--- src/hw/ajd_defines.svh ---
// register offsets, field positions, reset values and timing of the jack detector
// assumes a 250 MHz core clock and a host reaching the registers over i2c
`ifndef AJD_DEFINES_SVH
`define AJD_DEFINES_SVH

`define AJD_ADDR_CTRL        8'h02
`define AJD_ADDR_STATUS      8'h03
`define AJD_ADDR_FLAGS       8'h04
`define AJD_ADDR_TIMING      8'h0b

`define AJD_CTRL_LDO         0
`define AJD_CTRL_MUSIC       1
`define AJD_CTRL_DET_LSB     4
`define AJD_CTRL_DET_MSB     7
`define AJD_CTRL_RST         8'h50

`define AJD_TIM_POLL_LSB     0
`define AJD_TIM_POLL_MSB     3
`define AJD_TIM_WAIT_LSB     4
`define AJD_TIM_WAIT_MSB     7
`define AJD_TIMING_RST       8'h33

`define AJD_FLAG_ATTACH      0
`define AJD_FLAG_DETACH      1
`define AJD_FLAG_KEY_PRESS   2
`define AJD_FLAG_KEY_REL     3
`define AJD_FLAG_MOIST       4

`define AJD_CLK_PERIOD_NS    4
`define AJD_MS_NS            1000000
`define AJD_TICK_CYC         (`AJD_MS_NS / `AJD_CLK_PERIOD_NS)
`define AJD_DET_IN_UNIT_MS   5
`define AJD_POLL_UNIT_MS     5
`define AJD_WAIT_UNIT_MS     50
`define AJD_REM_DEB_MS       1
`define AJD_KEY_DEB_MS       30
`define AJD_KEEP_CLOSED_MS   600

`define AJD_OHM_STEP0        16'h0018
`define AJD_OHM_STEP1        16'h002a
`define AJD_OHM_STEP2        16'h0064
`define AJD_OHM_STEP3        16'h00c8
`define AJD_OHM_STEP4        16'h01c2
`define AJD_OHM_STEP5        16'h03e8
`define AJD_OHM_LINE_MAX     16'h3a98
`define AJD_STEP_LINE        3'h6

`endif

--- src/hw/ajd_pkg.sv ---
// types shared by the jack detector core and its i2c register port
// assumes the defines header is on the include path
package ajd_pkg;
  `include "ajd_defines.svh"

  typedef enum logic [2:0] {js_no_plug, js_deb_in, js_plugged, js_moist, js_deb_rem} ajd_jack_st_t;

  typedef struct packed {
    ajd_jack_st_t st;
    logic [17:0]  presc;
    logic         tick;
    logic [7:0]   deb_cnt;
    logic [9:0]   poll_cnt;
    logic [9:0]   hold_cnt;
    logic [4:0]   key_cnt;
    logic         key;
    logic         mic;
    logic         ldo;
    logic         irq_n;
    logic [2:0]   step;
    logic         att;
    logic         moist;
    logic [7:0]   ctrl;
    logic [7:0]   timing;
    logic [7:0]   flags;
  } ajd_core_t;

  typedef enum logic [3:0] {i_idle, i_addr, i_aack, i_reg, i_rgack, i_wdata, i_wack, i_rdata,
                            i_rack} ajd_i2c_st_t;

  typedef struct packed {
    ajd_i2c_st_t st;
    logic        scl_q;
    logic        sda_q;
    logic [3:0]  bitcnt;
    logic [7:0]  shift;
    logic [7:0]  ptr;
    logic [7:0]  wdata;
    logic        rw;
    logic        oe;
    logic        wr;
    logic        rd;
  } ajd_i2c_t;
endpackage : ajd_pkg

--- src/hw/ajd_reg_if.sv ---
// register access strobes between the i2c port and the detector core
// assumes one clock domain; strobes are one-cycle pulses
`timescale 1ns/1ps
interface ajd_reg_if;
  logic       wr;
  logic       rd;
  logic [7:0] addr;
  logic [7:0] wdata;
  logic [7:0] rdata;

  modport bus_end (output wr, output rd, output addr, output wdata, input rdata);
  modport reg_end (input wr, input rd, input addr, input wdata, output rdata);
endinterface : ajd_reg_if

--- src/hw/ajd_top.sv ---
// audio jack detector core: plug detection, impedance steps, moisture, key, polling
// assumes an analog front end giving the measured impedance and the key comparator
`timescale 1ns/1ps
`include "ajd_defines.svh"
module ajd_top #(
  parameter int         TICK_CYC = `AJD_TICK_CYC,
  parameter logic [6:0] DEV_ADDR = 7'h35
) (
  input  wire logic        clk_i,
  input  wire logic        rstn_i,
  input  wire logic        scl_i,
  input  wire logic        sda_i,
  output logic             sda_o,
  output logic             sda_oe_o,
  input  wire logic        jack_sense_in_i,
  input  wire logic [15:0] impedance_ohm_i,
  input  wire logic        key_cmp_i,
  output logic             interrupt_request_n_o,
  output logic             key_press_o,
  output logic             jack_mic_path_o,
  output logic             bias_regulator_on_o
);
  ajd_reg_if rb ();

  ajd_pkg::ajd_core_t s_q;
  ajd_pkg::ajd_core_t s_d;

  // device address value is arbitrary
  ajd_i2c_slave #(
    .DEV_ADDR (DEV_ADDR)
  ) u_i2c (
    .clk_i    (clk_i),
    .rstn_i   (rstn_i),
    .scl_i    (scl_i),
    .sda_i    (sda_i),
    .sda_oe_o (sda_oe_o),
    .rb       (rb.bus_end)
  );

  function automatic logic [2:0] imp_step(input logic [15:0] ohm);
    logic [2:0] st;
    // thresholds are exclusive upper bounds
    st = `AJD_STEP_LINE;
    if (ohm < `AJD_OHM_STEP0)
      st = 3'h0;
    else if (ohm < `AJD_OHM_STEP1)
      st = 3'h1;
    else if (ohm < `AJD_OHM_STEP2)
      st = 3'h2;
    else if (ohm < `AJD_OHM_STEP3)
      st = 3'h3;
    else if (ohm < `AJD_OHM_STEP4)
      st = 3'h4;
    else if (ohm < `AJD_OHM_STEP5)
      st = 3'h5;
    return st;
  endfunction : imp_step

  // above the line-load ceiling only moisture explains the reading
  function automatic logic is_moist(input logic [15:0] ohm);
    return ohm > `AJD_OHM_LINE_MAX;
  endfunction : is_moist

  // register field times its unit, in millisecond ticks
  function automatic logic [9:0] ms_lim(input logic [3:0] fld, input int unit);
    logic [9:0] lim;
    lim = 10'(fld * unit);
    return lim;
  endfunction : ms_lim

  // status byte: key, moisture, attached, step
  function automatic logic [7:0] status_byte(input ajd_pkg::ajd_core_t s);
    logic [7:0] b;
    b = {2'b00, s.key, s.moist, s.att, s.step};
    return b;
  endfunction : status_byte

  // a new event wins over a clear in the same cycle
  function automatic logic [7:0] flag_next(input logic [7:0] cur, input logic [7:0] clr,
                                           input logic [7:0] set);
    return (cur & ~clr) | set;
  endfunction : flag_next

  // register read mux; unmapped offsets read zero
  always_comb
  begin
    case (rb.addr)
      `AJD_ADDR_CTRL:   rb.rdata = s_q.ctrl;
      `AJD_ADDR_STATUS: rb.rdata = status_byte(s_q);
      `AJD_ADDR_FLAGS:  rb.rdata = s_q.flags;
      `AJD_ADDR_TIMING: rb.rdata = s_q.timing;
      default:          rb.rdata = 8'h00;
    endcase
  end

  always_comb
  begin
    logic [7:0] set;
    logic [7:0] clr;
    logic [7:0] deb_nx;
    logic [7:0] det_lim;
    logic [9:0] on_lim;
    logic [9:0] per_lim;
    logic       headset;
    logic       music;
    logic       poll_on;
    set     = 8'h00;
    clr     = 8'h00;
    headset = 1'b0;
    music   = 1'b0;
    poll_on = 1'b0;
    deb_nx  = s_q.deb_cnt + 1'b1;
    det_lim = 8'(ms_lim(s_q.ctrl[`AJD_CTRL_DET_MSB:`AJD_CTRL_DET_LSB], `AJD_DET_IN_UNIT_MS));
    on_lim  = ms_lim(s_q.timing[`AJD_TIM_POLL_MSB:`AJD_TIM_POLL_LSB], `AJD_POLL_UNIT_MS);
    per_lim = ms_lim(s_q.timing[`AJD_TIM_WAIT_MSB:`AJD_TIM_WAIT_LSB], `AJD_WAIT_UNIT_MS);
    s_d      = s_q;
    s_d.tick = 1'b0;

    // millisecond time base
    if (s_q.presc == 18'(TICK_CYC - 1))
    begin
      s_d.presc = '0;
      s_d.tick  = 1'b1;
    end
    else
      s_d.presc = s_q.presc + 1'b1;

    // status and flag offsets ignore writes
    if (rb.wr)
    begin
      case (rb.addr)
        `AJD_ADDR_CTRL:   s_d.ctrl = rb.wdata;
        `AJD_ADDR_TIMING: s_d.timing = rb.wdata;
        default: ;
      endcase
    end
    // reading the flag register clears it
    if (rb.rd && rb.addr == `AJD_ADDR_FLAGS)
      clr = 8'hff;

    case (s_q.st)
      ajd_pkg::js_no_plug:
        if (!jack_sense_in_i)
        begin
          s_d.st      = ajd_pkg::js_deb_in;
          s_d.deb_cnt = 8'h00;
        end
      ajd_pkg::js_deb_in:
        if (jack_sense_in_i)
          s_d.st = ajd_pkg::js_no_plug;
        else if (s_q.tick)
        begin
          s_d.deb_cnt = deb_nx;
          if (deb_nx >= det_lim)
          begin
            if (is_moist(impedance_ohm_i))
            begin
              s_d.st                   = ajd_pkg::js_moist;
              s_d.moist                = 1'b1;
              set[`AJD_FLAG_MOIST]     = 1'b1;
            end
            else
            begin
              s_d.st                   = ajd_pkg::js_plugged;
              s_d.att                  = 1'b1;
              s_d.step                 = imp_step(impedance_ohm_i);
              set[`AJD_FLAG_ATTACH]    = 1'b1;
            end
          end
        end
      // each tick re-measures; a drying jack becomes an insertion
      ajd_pkg::js_moist:
        if (jack_sense_in_i)
        begin
          s_d.st               = ajd_pkg::js_no_plug;
          s_d.moist            = 1'b0;
          set[`AJD_FLAG_MOIST] = 1'b1;
        end
        else if (s_q.tick && !is_moist(impedance_ohm_i))
        begin
          s_d.st                = ajd_pkg::js_plugged;
          s_d.moist             = 1'b0;
          s_d.att               = 1'b1;
          s_d.step              = imp_step(impedance_ohm_i);
          set[`AJD_FLAG_MOIST]  = 1'b1;
          set[`AJD_FLAG_ATTACH] = 1'b1;
        end
      ajd_pkg::js_plugged:
        if (jack_sense_in_i)
        begin
          s_d.st      = ajd_pkg::js_deb_rem;
          s_d.deb_cnt = 8'h00;
        end
      // attached stays up through a removal bounce
      ajd_pkg::js_deb_rem:
        if (!jack_sense_in_i)
          s_d.st = ajd_pkg::js_plugged;
        else if (s_q.tick)
        begin
          s_d.deb_cnt = deb_nx;
          if (deb_nx >= 8'(`AJD_REM_DEB_MS))
          begin
            s_d.st                = ajd_pkg::js_no_plug;
            s_d.att               = 1'b0;
            s_d.step              = 3'h0;
            set[`AJD_FLAG_DETACH] = 1'b1;
          end
        end
      // unknown state falls back to idle
      default:
        s_d.st = ajd_pkg::js_no_plug;
    endcase

    // headset steps only; line loads carry no key
    headset = (s_q.st == ajd_pkg::js_plugged) && (s_q.step != `AJD_STEP_LINE);
    music   = s_q.ctrl[`AJD_CTRL_MUSIC] && s_q.att;

    // poll counter wraps once per period, mic closed in its first part
    if (!music)
      s_d.poll_cnt = 10'h000;
    else if (s_q.tick)
    begin
      if (s_q.poll_cnt + 1'b1 >= per_lim)
        s_d.poll_cnt = 10'h000;
      else
        s_d.poll_cnt = s_q.poll_cnt + 1'b1;
    end
    poll_on = s_q.poll_cnt < on_lim;

    // hold counter keeps the mic closed after a release
    if (s_q.tick && s_q.hold_cnt != 10'h000)
      s_d.hold_cnt = s_q.hold_cnt - 1'b1;

    // headset only; in polling only in the on window, with key or hold
    s_d.mic = headset && (!music || poll_on || s_q.key || s_q.hold_cnt != 10'h000);

    // key debounce, only while the mic path is closed
    if (!headset)
    begin
      s_d.key_cnt  = 5'h00;
      s_d.hold_cnt = 10'h000;
      if (s_q.key)
        set[`AJD_FLAG_KEY_REL] = 1'b1;
      s_d.key = 1'b0;
    end
    else if (s_q.mic && key_cmp_i != s_q.key)
    begin
      if (s_q.tick)
      begin
        s_d.key_cnt = s_q.key_cnt + 1'b1;
        if (s_q.key_cnt + 1'b1 >= 5'(`AJD_KEY_DEB_MS))
        begin
          s_d.key_cnt = 5'h00;
          s_d.key     = key_cmp_i;
          if (key_cmp_i)
            set[`AJD_FLAG_KEY_PRESS] = 1'b1;
          else
          begin
            set[`AJD_FLAG_KEY_REL] = 1'b1;
            if (music)
              s_d.hold_cnt = 10'(`AJD_KEEP_CLOSED_MS);
          end
        end
      end
    end
    else
      s_d.key_cnt = 5'h00;

    // regulator enable one clock behind the bit
    s_d.ldo   = s_q.ctrl[`AJD_CTRL_LDO];
    s_d.flags = flag_next(s_q.flags, clr, set);
    s_d.irq_n = ~|s_d.flags;
  end

  always_ff @(posedge clk_i)
  begin
    if (!rstn_i)
      s_q <= '{st: ajd_pkg::js_no_plug, irq_n: 1'b1, ctrl: `AJD_CTRL_RST,
               timing: `AJD_TIMING_RST, default: '0};
    else
      s_q <= s_d;
  end

  assign sda_o                 = 1'b0;
  assign interrupt_request_n_o = s_q.irq_n;
  assign key_press_o           = s_q.key;
  assign jack_mic_path_o       = s_q.mic;
  assign bias_regulator_on_o   = s_q.ldo;
endmodule : ajd_top

--- src/hw/ajd_i2c_slave.sv ---
// i2c register port: device address, register pointer, byte reads and writes
// assumes scl and sda already synchronous to clk_i; sda is open drain
`timescale 1ns/1ps
module ajd_i2c_slave #(
  parameter logic [6:0] DEV_ADDR = 7'h35
) (
  input  wire logic   clk_i,
  input  wire logic   rstn_i,
  input  wire logic   scl_i,
  input  wire logic   sda_i,
  output logic        sda_oe_o,
  ajd_reg_if.bus_end  rb
);
  ajd_pkg::ajd_i2c_t s_q;
  ajd_pkg::ajd_i2c_t s_d;

  always_comb
  begin
    s_d       = s_q;
    s_d.wr    = 1'b0;
    s_d.rd    = 1'b0;
    s_d.scl_q = scl_i;
    s_d.sda_q = sda_i;
    if (s_q.scl_q && scl_i && s_q.sda_q && !sda_i)
    begin
      s_d.st     = ajd_pkg::i_addr;
      s_d.bitcnt = 4'h0;
      s_d.oe     = 1'b0;
    end
    else if (s_q.scl_q && scl_i && !s_q.sda_q && sda_i)
    begin
      s_d.st = ajd_pkg::i_idle;
      s_d.oe = 1'b0;
    end
    else if (scl_i && !s_q.scl_q)
    begin
      case (s_q.st)
        ajd_pkg::i_addr, ajd_pkg::i_reg, ajd_pkg::i_wdata:
        begin
          s_d.shift  = {s_q.shift[6:0], sda_i};
          s_d.bitcnt = s_q.bitcnt + 1'b1;
        end
        ajd_pkg::i_rdata:
        begin
          s_d.bitcnt = s_q.bitcnt + 1'b1;
          if (s_q.bitcnt == 4'h0)
            s_d.ptr = s_q.ptr + 1'b1;
        end
        ajd_pkg::i_rack:
          if (sda_i)
            s_d.st = ajd_pkg::i_idle;
        default: ;
      endcase
    end
    else if (!scl_i && s_q.scl_q)
    begin
      case (s_q.st)
        ajd_pkg::i_addr:
          if (s_q.bitcnt == 4'h8)
          begin
            if (s_q.shift[7:1] == DEV_ADDR)
            begin
              s_d.rw = s_q.shift[0];
              s_d.oe = 1'b1;
              s_d.st = ajd_pkg::i_aack;
            end
            else
              s_d.st = ajd_pkg::i_idle;
          end
        ajd_pkg::i_aack, ajd_pkg::i_rack:
          if (s_q.st == ajd_pkg::i_rack || s_q.rw)
          begin
            s_d.shift  = rb.rdata;
            s_d.rd     = 1'b1;
            s_d.oe     = ~rb.rdata[7];
            s_d.bitcnt = 4'h0;
            s_d.st     = ajd_pkg::i_rdata;
          end
          else
          begin
            s_d.oe     = 1'b0;
            s_d.bitcnt = 4'h0;
            s_d.st     = ajd_pkg::i_reg;
          end
        ajd_pkg::i_reg:
          if (s_q.bitcnt == 4'h8)
          begin
            s_d.ptr = s_q.shift;
            s_d.oe  = 1'b1;
            s_d.st  = ajd_pkg::i_rgack;
          end
        ajd_pkg::i_wdata:
          if (s_q.bitcnt == 4'h8)
          begin
            s_d.wr    = 1'b1;
            s_d.wdata = s_q.shift;
            s_d.oe    = 1'b1;
            s_d.st    = ajd_pkg::i_wack;
          end
        ajd_pkg::i_rgack, ajd_pkg::i_wack:
        begin
          if (s_q.st == ajd_pkg::i_wack)
            s_d.ptr = s_q.ptr + 1'b1;
          s_d.oe     = 1'b0;
          s_d.bitcnt = 4'h0;
          s_d.st     = ajd_pkg::i_wdata;
        end
        ajd_pkg::i_rdata:
          if (s_q.bitcnt == 4'h8)
          begin
            s_d.oe = 1'b0;
            s_d.st = ajd_pkg::i_rack;
          end
          else
            s_d.oe = ~s_q.shift[~s_q.bitcnt[2:0]];
        default: ;
      endcase
    end
  end

  always_ff @(posedge clk_i)
  begin
    if (!rstn_i)
      s_q <= '{st: ajd_pkg::i_idle, scl_q: 1'b1, sda_q: 1'b1, default: '0};
    else
      s_q <= s_d;
  end

  assign sda_oe_o = s_q.oe;
  assign rb.wr    = s_q.wr;
  // read strobe in the load cycle, so a flag set then outlives the clear
  assign rb.rd    = s_d.rd;
  assign rb.addr  = s_q.ptr;
  assign rb.wdata = s_q.wdata;
endmodule : ajd_i2c_slave

--- config.mk ---
export PLATFORM = sky130hd
export DESIGN_NAME = ajd_top
export DESIGN_NICKNAME = d
export VERILOG_FILES = /design/src/hw/ajd_pkg.sv /design/src/hw/ajd_reg_if.sv /design/src/hw/ajd_top.sv /design/src/hw/ajd_i2c_slave.sv
export VERILOG_INCLUDE_DIRS = /design/src /design/src/hw
export SDC_FILE = /design/constraint.sdc
export NUM_CORES = 1
export LEC_CHECK = 0
export BUFFER_PORTS_ARGS = -buffer_cell sky130_fd_sc_hd__buf_2
export CORE_UTILIZATION = 55
export CTS_BUF_LIST = sky130_fd_sc_hd__clkbuf_8
export DETAILED_ROUTE_END_ITERATION = 10
export PLACE_DENSITY = 0.81
export SLEW_MARGIN = 40
export SYNTH_ARGS = -nofsm -noshare
export SYNTH_HDL_FRONTEND = slang
export SYNTH_SLANG_ARGS = --single-unit
export TNS_END_PERCENT = 50
--- constraint.sdc ---
create_clock -name clk_i -period 3.5 [get_ports clk_i]
set_input_delay 0.35 -clock clk_i [delete_from_list [all_inputs] [get_ports clk_i]]
set_output_delay 0.35 -clock clk_i [all_outputs]
set_load 0.02 [all_outputs]
# Word-level counts from Yosys, hierarchy flattened
# Index checks and enable logic that the tools add are counted.
# word_totals
regBits	125
elab_cells	315
inputBits	22
out_inout_bits	6
# op_classes
mux	125
eq_ne	59
reduce_logical	68
n_addsub	7
multipliers	3
n_lt_le_gt_ge	13
bitwise_logic	12
# ops
cell	count
$mux W8	15
$pmux W8 S4	2
$mux W4	15
$mux W10	5
$mux W3	16
$mux W1	37
$mux W2	18
$ne A2 B2 Y1 const B	18
$mux W16	2
$mux W32	1
$pmux W4 S6	1
$reduce_and A8 Y1	3
$reduce_and A7 Y1	3
$mux W20	1
$mux W5	4
$ne A5 B1 Y1 const B	4
$add A18 B1 Y18 const B	1
$eq A18 B18 Y1 const B	1
$ne A3 B3 Y1 const B	6
$ne A6 B3 Y1 const B	3
$reduce_and A6 Y1	3
$add A8 B1 Y8 const B	2
$eq A4 B3 Y1 const B	4
$eq A8 B2 Y1 const B	2
65 further kinds	120

# Longest topological paths before layout
# Gate-level depths: netlist (run 1).
# depth
word_depth	20
depth_mapped	14
ltp_nobuf	13

# By module
# A second synthesis (run 1) with hierarchy kept.
# unflattened
hier_cells	965
hier_area_um2	7931.4
# by_module_without_submodules
module	cells_each	area_each_um2	seq_area_each_um2	instances
ajd_top	658	5415.2	1761.7	1
ajd_i2c_slave	307	2516.2	740.7	1

# Worst setup path before layout (run 1)
# No wires, ideal clock.
# synth_path
path_kind	flip-flop to flip-flop
startpoint	register s_q[23] (netlist name)
endpoint	register s_q, in the netlist interrupt_request_n_o
t_arrival_ps	2992
period_less_slack_ps	3072
setup_time_ps	79
setup_slack_ps	428
t_required_ps	3421
stages_incl_launch_ff	12
path_cell_list	dfxtp_1 > ha_1 > ha_1 > fa_1 > xnor2_1 > ha_1 > a21o_1 > a21oi_1 > a31oi_1 > nor4b_1 > or4_1 > a211oi_2
# synth_between
elab_chain_len	9
# synth_rtl
item	line	source
start: declaration	ajd_top.sv:25	ajd_pkg::ajd_core_t s_q;
start signal: assignment	ajd_top.sv:278	s_q <= '{st: ajd_pkg::js_no_plug, irq_n: 1'b1, ctrl: `AJD_CTRL_RST,
$mul A4 B3 Y7 *	ajd_top.sv:67	lim = 10'(fld * unit);
$ge A8 B7 Y1 *	ajd_top.sv:154	if (deb_nx >= det_lim)
$mux W1	ajd_top.sv:154	
$mux W1	ajd_top.sv:151	else if (s_q.tick)
$mux W1	ajd_top.sv:149	if (jack_sense_in_i)
$pmux W1 S2	ajd_top.sv:141	case (s_q.st)
$or A8 B5 Y8 *	ajd_top.sv:81	return (cur & ~clr) | set;
$reduce_or A8 Y1 *	ajd_top.sv:272	s_d.irq_n = ~|s_d.flags;
$logic_not A1 Y1 *	ajd_top.sv:272	
# Mark *: on every way between the ends. The rest lies on a longest branch, timed or not.
# A chain may end at the register's enable or synchronous reset.

# Worst setup path in the final report (run 1)
# Ends and elaborated chain as after synthesis.

==> results.cfg, run 1 <==
[pwr]
power_density_nw_per_um2 = 357
finalPower_mw = 3.01
ir_drop_uv = 536
p_leak_nw = 3.40

[hold_path]
whs_path_depth = 3
hp-class = in -> reg
worstHoldStart = scl_i
whs_endpoint = u_i2c.s_q[33]

[setup_path]
critPathMaxFanout = 5
crit_chain = ha_1 -> ha_1 -> fa_1 -> xnor2_1 -> ha_1 -> a21o_1 -> a21oi_1 -> a31oi_1 -> nor4b_1 -> or4_1 -> a211oi_2
worstPathArrival_ns = 3.66
cp-start-kind = flop
worst-r2r-setup-slack_ns = 0.23
reg2reg_from = s_q[23]
critPathBufInv = 0
crit_required_ns = 3.89
end_kind = flop
reg2regPathDepth = 11
slowest_stage = or4_1
crit_start = s_q[23]
reg2reg_to = interrupt_request_n_o
cpPeakStageDelay_ns = 0.53
cpMostUsedCell = ha_1
crit_family = adder cells
critical_path_class = reg -> reg

[drt]
totalWireLength_mm = 17.4
antenna_left = 0
via_count = 6812
drt_pass1_iterations = 5
drc_errors = 0
routedWlPerCell_um = 15.2
viasPerCell = 5.94
drt_iter0_drc = 454

[clock_network]
hold_buffers = 0
cts_sinks = 125
insertion_delay_ns = 0.46
cts_buffers = 17
clkTransAtPathRegs_ns = 0.08
htree_levels = 4
cts-root-buf = clkbuf_8
cts_resized = 0
post-cts-setup-buffer-count = 0
clockBufferDepth = 2
cts_tree = built

[floorplanning]
fp.dieW_um = 120
dieArea_um2 = 14400
die_h_um = 120
num_io_pins = 28
fp-row-count = 42
initial_core_util_pct = 57.2
core_area_um2 = 13400

[sta]
slew_violations = 0
setup-tns-final_ns = 0
worst_slack_ns = 0.226
timing.slew.headroom_pct = 51.1
fmax_mhz = 305
min_period_ns = 3.27
hold_violations = 0
rsz0062_at_grt = no
hold_ws_ns = 0.161
worstMarginPinSlew_ns = 0.724
timing.final.crit_share_pct = 93.5
fin_skew_ns = 0.0157
finalSetupViolCount = 0

[synthesis]
ys_seq_area_share_pct = 32.6
synth_area_leader_cell = dfxtp_1
ys_ff_latch = 125
syn_avg_cell_area_um2 = 8.16
synthCells = 940
netlist_area_um2 = 7670
ys.flop_type = dfxtp_1
synth_top_area_share_pct = 32.6
synth_edf_count = 0
synth_cell_types = 77
synth_area_leaders = dfxtp_1, ha_1, nor2_1
synth_warnings = 0
synth_nets = 1021
synthArstFlopShare_pct = 0

[finish]
nFillCells = 1157
fin_nets = 1038
multiInputGateArea_um2 = 4870
n_antenna_cell = 0
seqCellArea_um2 = 2500
final_cell_mix = dfxtp_1, nor2_1, nand2_1
finalNonFillerCells = 1146
layout_commonest_cell = dfxtp_1
final_util_pct = 62.8
design_area_um2 = 8410
drive_gt1_share_pct = 9.07
synthToLayoutAreaGrowth_pct = 9.64

[flow_run]
maxCapViolations = 0

[global_routing]
grtUsageTotal_pct = 25.5
antenna_found_initial = 0
grt_max_degree = 27
grt_pass1_wl_mm = 29.5
overflow = 0
grt_pass1_vias = 6165

[run_status]
status = completed

[placement]
place_congestion = 0.912
hpwl_mm = 12.3
place_area_um2 = 7960
dp_cells = 1114
place_ws_ns = 0.244
port_buffers = 26
-- how the worst max path moves through the flow --
stage | end | slack, ns | cells past startpoint
after global placement | interrupt_request_n_o | 0.33 | 11
final | interrupt_request_n_o | 0.23 | 11
after global routing | interrupt_request_n_o | 0.04 | 11
after floorplan | interrupt_request_n_o | 0.43 | 11
after CTS | interrupt_request_n_o | 0.23 | 11
after detailed placement | interrupt_request_n_o | 0.24 | 11
-- cell type report --
| class | instances | area share [%] |
|---|---|---|
| inverters | 42 | 1.87 |
| clock buffers | 17 | 2.78 |
| multi-input cells | 734 | 57.9 |
| clock inverters | 15 | 2.50 |
| well taps | 176 | 2.62 |
| repair buffers | 37 | 2.53 |
| flip-flops and latches | 125 | 29.8 |
-- Yosys cell counts (all sizes together), types with 12 or more instances --
cell    number
clkbuf      34
nand3       49
nor2       109
o21ai       38
nor4        16
a21oi       53
dfxtp      125
nand2b      18
a31oi       12
xor2        23
nand2       80
and3        16
inv         41
nor2b       23
xnor2       27
ha          56
mux2i       35
nor3        30
a22oi       14
-- flip-flops by register name (all words and copies together) (netlist names), 8 cells and up --
register,flops
u_i2c.rb.wdata,8
u_i2c.rb.addr,8
s_q,83
u_i2c.s_q,19
-- cells by family (layout without fill, tap and decap cells) --
kind of cell    after synthesis  count (layout)  synth area share [%]
flops                       125             125                  32.6
simple gates                396             396                  26.1
other cells                   1               1                0.0489
fa+ha+maj                    59              59                  9.92
xor+xnor                     50              50                  5.71
mux                          37              37                  5.15
compound gates              191             191                  16.3
buf+inv                      81             111                  4.11
-- worst register-to-register path: cells and delay by family (launching register included) --
family / cells / cell delay (ns)
AOI/OAI and AO/OA: 4 / 0.75
xor gates and xnor gates: 1 / 0.14
adders and majority gates: 4 / 1.16
DFF: 1 / 0.42
and+or+nand+nor: 2 / 0.74
-- per-layer routing --
metal,wire length (um),track usage (%)
met1,8090,33.2
met2,8030,41.0
met3,1050,6.56
met4,245,8.05
met5,0,0
-- power by group --
part	switching [mW]	leakage (nW)	total, mW	internal, mW
Sequential	0.0135	1.01	1.44	1.43
Combinational	0.0871	2.18	0.133	0.0459
Clock	0.644	0.218	1.43	0.786
Total	0.745	3.40	3.01	2.26
Power figures use the tool's default switching activity.
==> inputs of run 2 (changes only) <==
--- a/config.mk
+++ b/config.mk
@@ -6,7 +6,9 @@
 export SDC_FILE = /design/constraint.sdc
 export NUM_CORES = 1
 export LEC_CHECK = 0
+export ABC_AREA = 1
 export BUFFER_PORTS_ARGS = -buffer_cell sky130_fd_sc_hd__buf_2
+export CORE_MARGIN = 5
 export CORE_UTILIZATION = 55
 export CTS_BUF_LIST = sky130_fd_sc_hd__clkbuf_8
 export DETAILED_ROUTE_END_ITERATION = 10
==> run 2 against run 1 <==
  * Setup slack improved by 0.19 ns
  * Critical path depth rose by 5
  * Global-route usage fell by 3.3 points
  * Core utilization fell by 1.0 points
  * Largest power group is now clock
  * Flip-flop and latch count did not move
  * Final cell count rose by 19%
  * Synthesized cell count rose by 22%
  * Design area rose by 1.5%
  * First-iteration DRC count rose by 23%
==> results.cfg, run 2 <==
[clock_network]
htree_levels = 4
cts_resized = 0
cts-root-buf = clkbuf_8
post-cts-setup-buffer-count = 0
clockBufferDepth = 2
cts_buffers = 17
insertion_delay_ns = 0.47
clkTransAtPathRegs_ns = 0.08
hold_buffers = 0
cts_sinks = 125
cts_tree = built

[placement]
hpwl_mm = 13.2
place_area_um2 = 8040
port_buffers = 26
place_ws_ns = 0.210
dp_cells = 1335
place_congestion = 0.913

[synthesis]
synthCells = 1143
synth_top_area_share_pct = 32.3
syn_avg_cell_area_um2 = 6.77
synth_area_leader_cell = dfxtp_1
synthArstFlopShare_pct = 0
yosysMostFrequentCell = nand2_1
synth_common_cells = nand2_1, inv_1, nor2_1
netlist_area_um2 = 7740
synth_nets = 1224
synth_warnings = 0
synth_cell_types = 47
ys_seq_area_share_pct = 32.3
synth_area_leaders = dfxtp_1, nand2_1, ha_1
synth_edf_count = 0
ys_ff_latch = 125
ys.flop_type = dfxtp_1

[sta]
min_period_ns = 3.09
worstMarginPinSlew_ns = 0.578
fin_skew_ns = 0.0116
timing.final.crit_share_pct = 88.2
finalSetupViolCount = 0
fmax_mhz = 324
slew_violations = 0
rsz0062_at_grt = no
timing.slew.headroom_pct = 61.4
hold_ws_ns = 0.127
hold_violations = 0
setup-tns-final_ns = 0
worst_slack_ns = 0.412

[floorplanning]
num_io_pins = 28
die_h_um = 129
dieArea_um2 = 16500
fp-row-count = 43
fp.dieW_um = 129
core_area_um2 = 13800
initial_core_util_pct = 56.0

[finish]
final_util_pct = 61.7
synthToLayoutAreaGrowth_pct = 10.3
reg_top3 = s_q (83), u_i2c.s_q (19)
fin_nets = 1255
drive_gt1_share_pct = 7.41
final_cell_mix = nand2_1, inv_1, nor2_1
largest_reg_flops = 83
n_antenna_cell = 0
layout_commonest_cell = nand2_1
design_area_um2 = 8530
largest-register = s_q
finalNonFillerCells = 1367

[pwr]
power_density_nw_per_um2 = 410
ir_drop_uv = 367
finalPower_mw = 3.50
p_leak_nw = 3.82

[setup_path]
critPathMaxFanout = 7
reg2reg_to = s_q[56]
crit_path_end = s_q[56]
reg2reg_from = s_q[12]
worstPathArrival_ns = 3.50
end_kind = flop
critical_path_class = reg -> reg
crit_required_ns = 3.91
crit_start = s_q[12]
cp-start-kind = flop
worst-r2r-setup-slack_ns = 0.41
reg2regPathDepth = 16

[global_routing]
antenna_found_initial = 0
grt_pass1_wl_mm = 30.2
grt_max_degree = 53
overflow = 0
grt_pass1_vias = 6671
grtUsageTotal_pct = 22.2

[drt]
antenna_left = 0
drt_iter0_drc = 558
routedWlPerCell_um = 13.1
totalWireLength_mm = 18.0
via_count = 7471
drt_pass1_iterations = 5
viasPerCell = 5.47
drc_errors = 0

[hold_path]
whs_path_depth = 3
hp-class = in -> reg

[flow_run]
maxCapViolations = 0

[run_status]
status = completed
-- run 2: worst min-delay path by stage --
stage / startpoint / slack, ns / endpoint
floorplan: s_d[30] / 0.42 / bias_regulator_on_o
global placement: s_q[67] / 0.43 / s_q[67]
detailed placement: s_q[67] / 0.44 / s_q[67]
CTS: scl_i / 0.12 / u_i2c.s_q[33]
global route: scl_i / 0.16 / u_i2c.s_q[33]
finish: scl_i / 0.13 / u_i2c.s_q[33]
-- run 2: routing by layer --
metal | vias up | track usage (%) | wire length (um)
met5 | - | 0 | 0
met4 | 0 | 8.46 | 444
met3 | 37 | 4.48 | 1040
met2 | 243 | 37.7 | 8540
met1 | 3375 | 27.8 | 7930
li1 | 3816 | - | -
-- run 2: area by class of cell --
class,instances,area (um^2)
clock buffers,18,248
clock inverters,14,239
fillers,1243,5290
inverters,174,653
multi-input cells,825,4500
flip-flops and latches,125,2500
well taps,180,225
repair buffers,31,168
-- run 2: cell families after synthesis --
kind of cell / count (synthesis) / share of synthesized area (%)
DFF: 125 / 32.3
xor gates and xnor gates: 29 / 3.28
buffers and inverters: 193 / 9.67
adders and majority gates: 59 / 9.83
other: 1 / 0.0485
and+or+nand+nor: 511 / 28.6
AOI/OAI and AO/OA: 225 / 16.2
-- run 2: power by group --
group | internal [mW] | switching (mW)
Sequential | 1.46 | 0.0393
Clock | 0.940 | 0.628
Combinational | 0.134 | 0.295
Total | 2.53 | 0.962
-- run 2: critical path: stages (launching register included) --
cell and delay, ns:
dfxtp_1 0.35, ha_1 0.30, ha_1 0.16, inv_1 0.05
fa_1 0.40, nor2_1 0.15, a21oi_1 0.09, xor2_1 0.15
ha_1 0.29, a21oi_1 0.13, o21a_1 0.14, o211ai_1 0.10
a21oi_2 0.28, nand2_1 0.17, nor2_1 0.12, a21oi_1 0.05
nor2_1 0.10
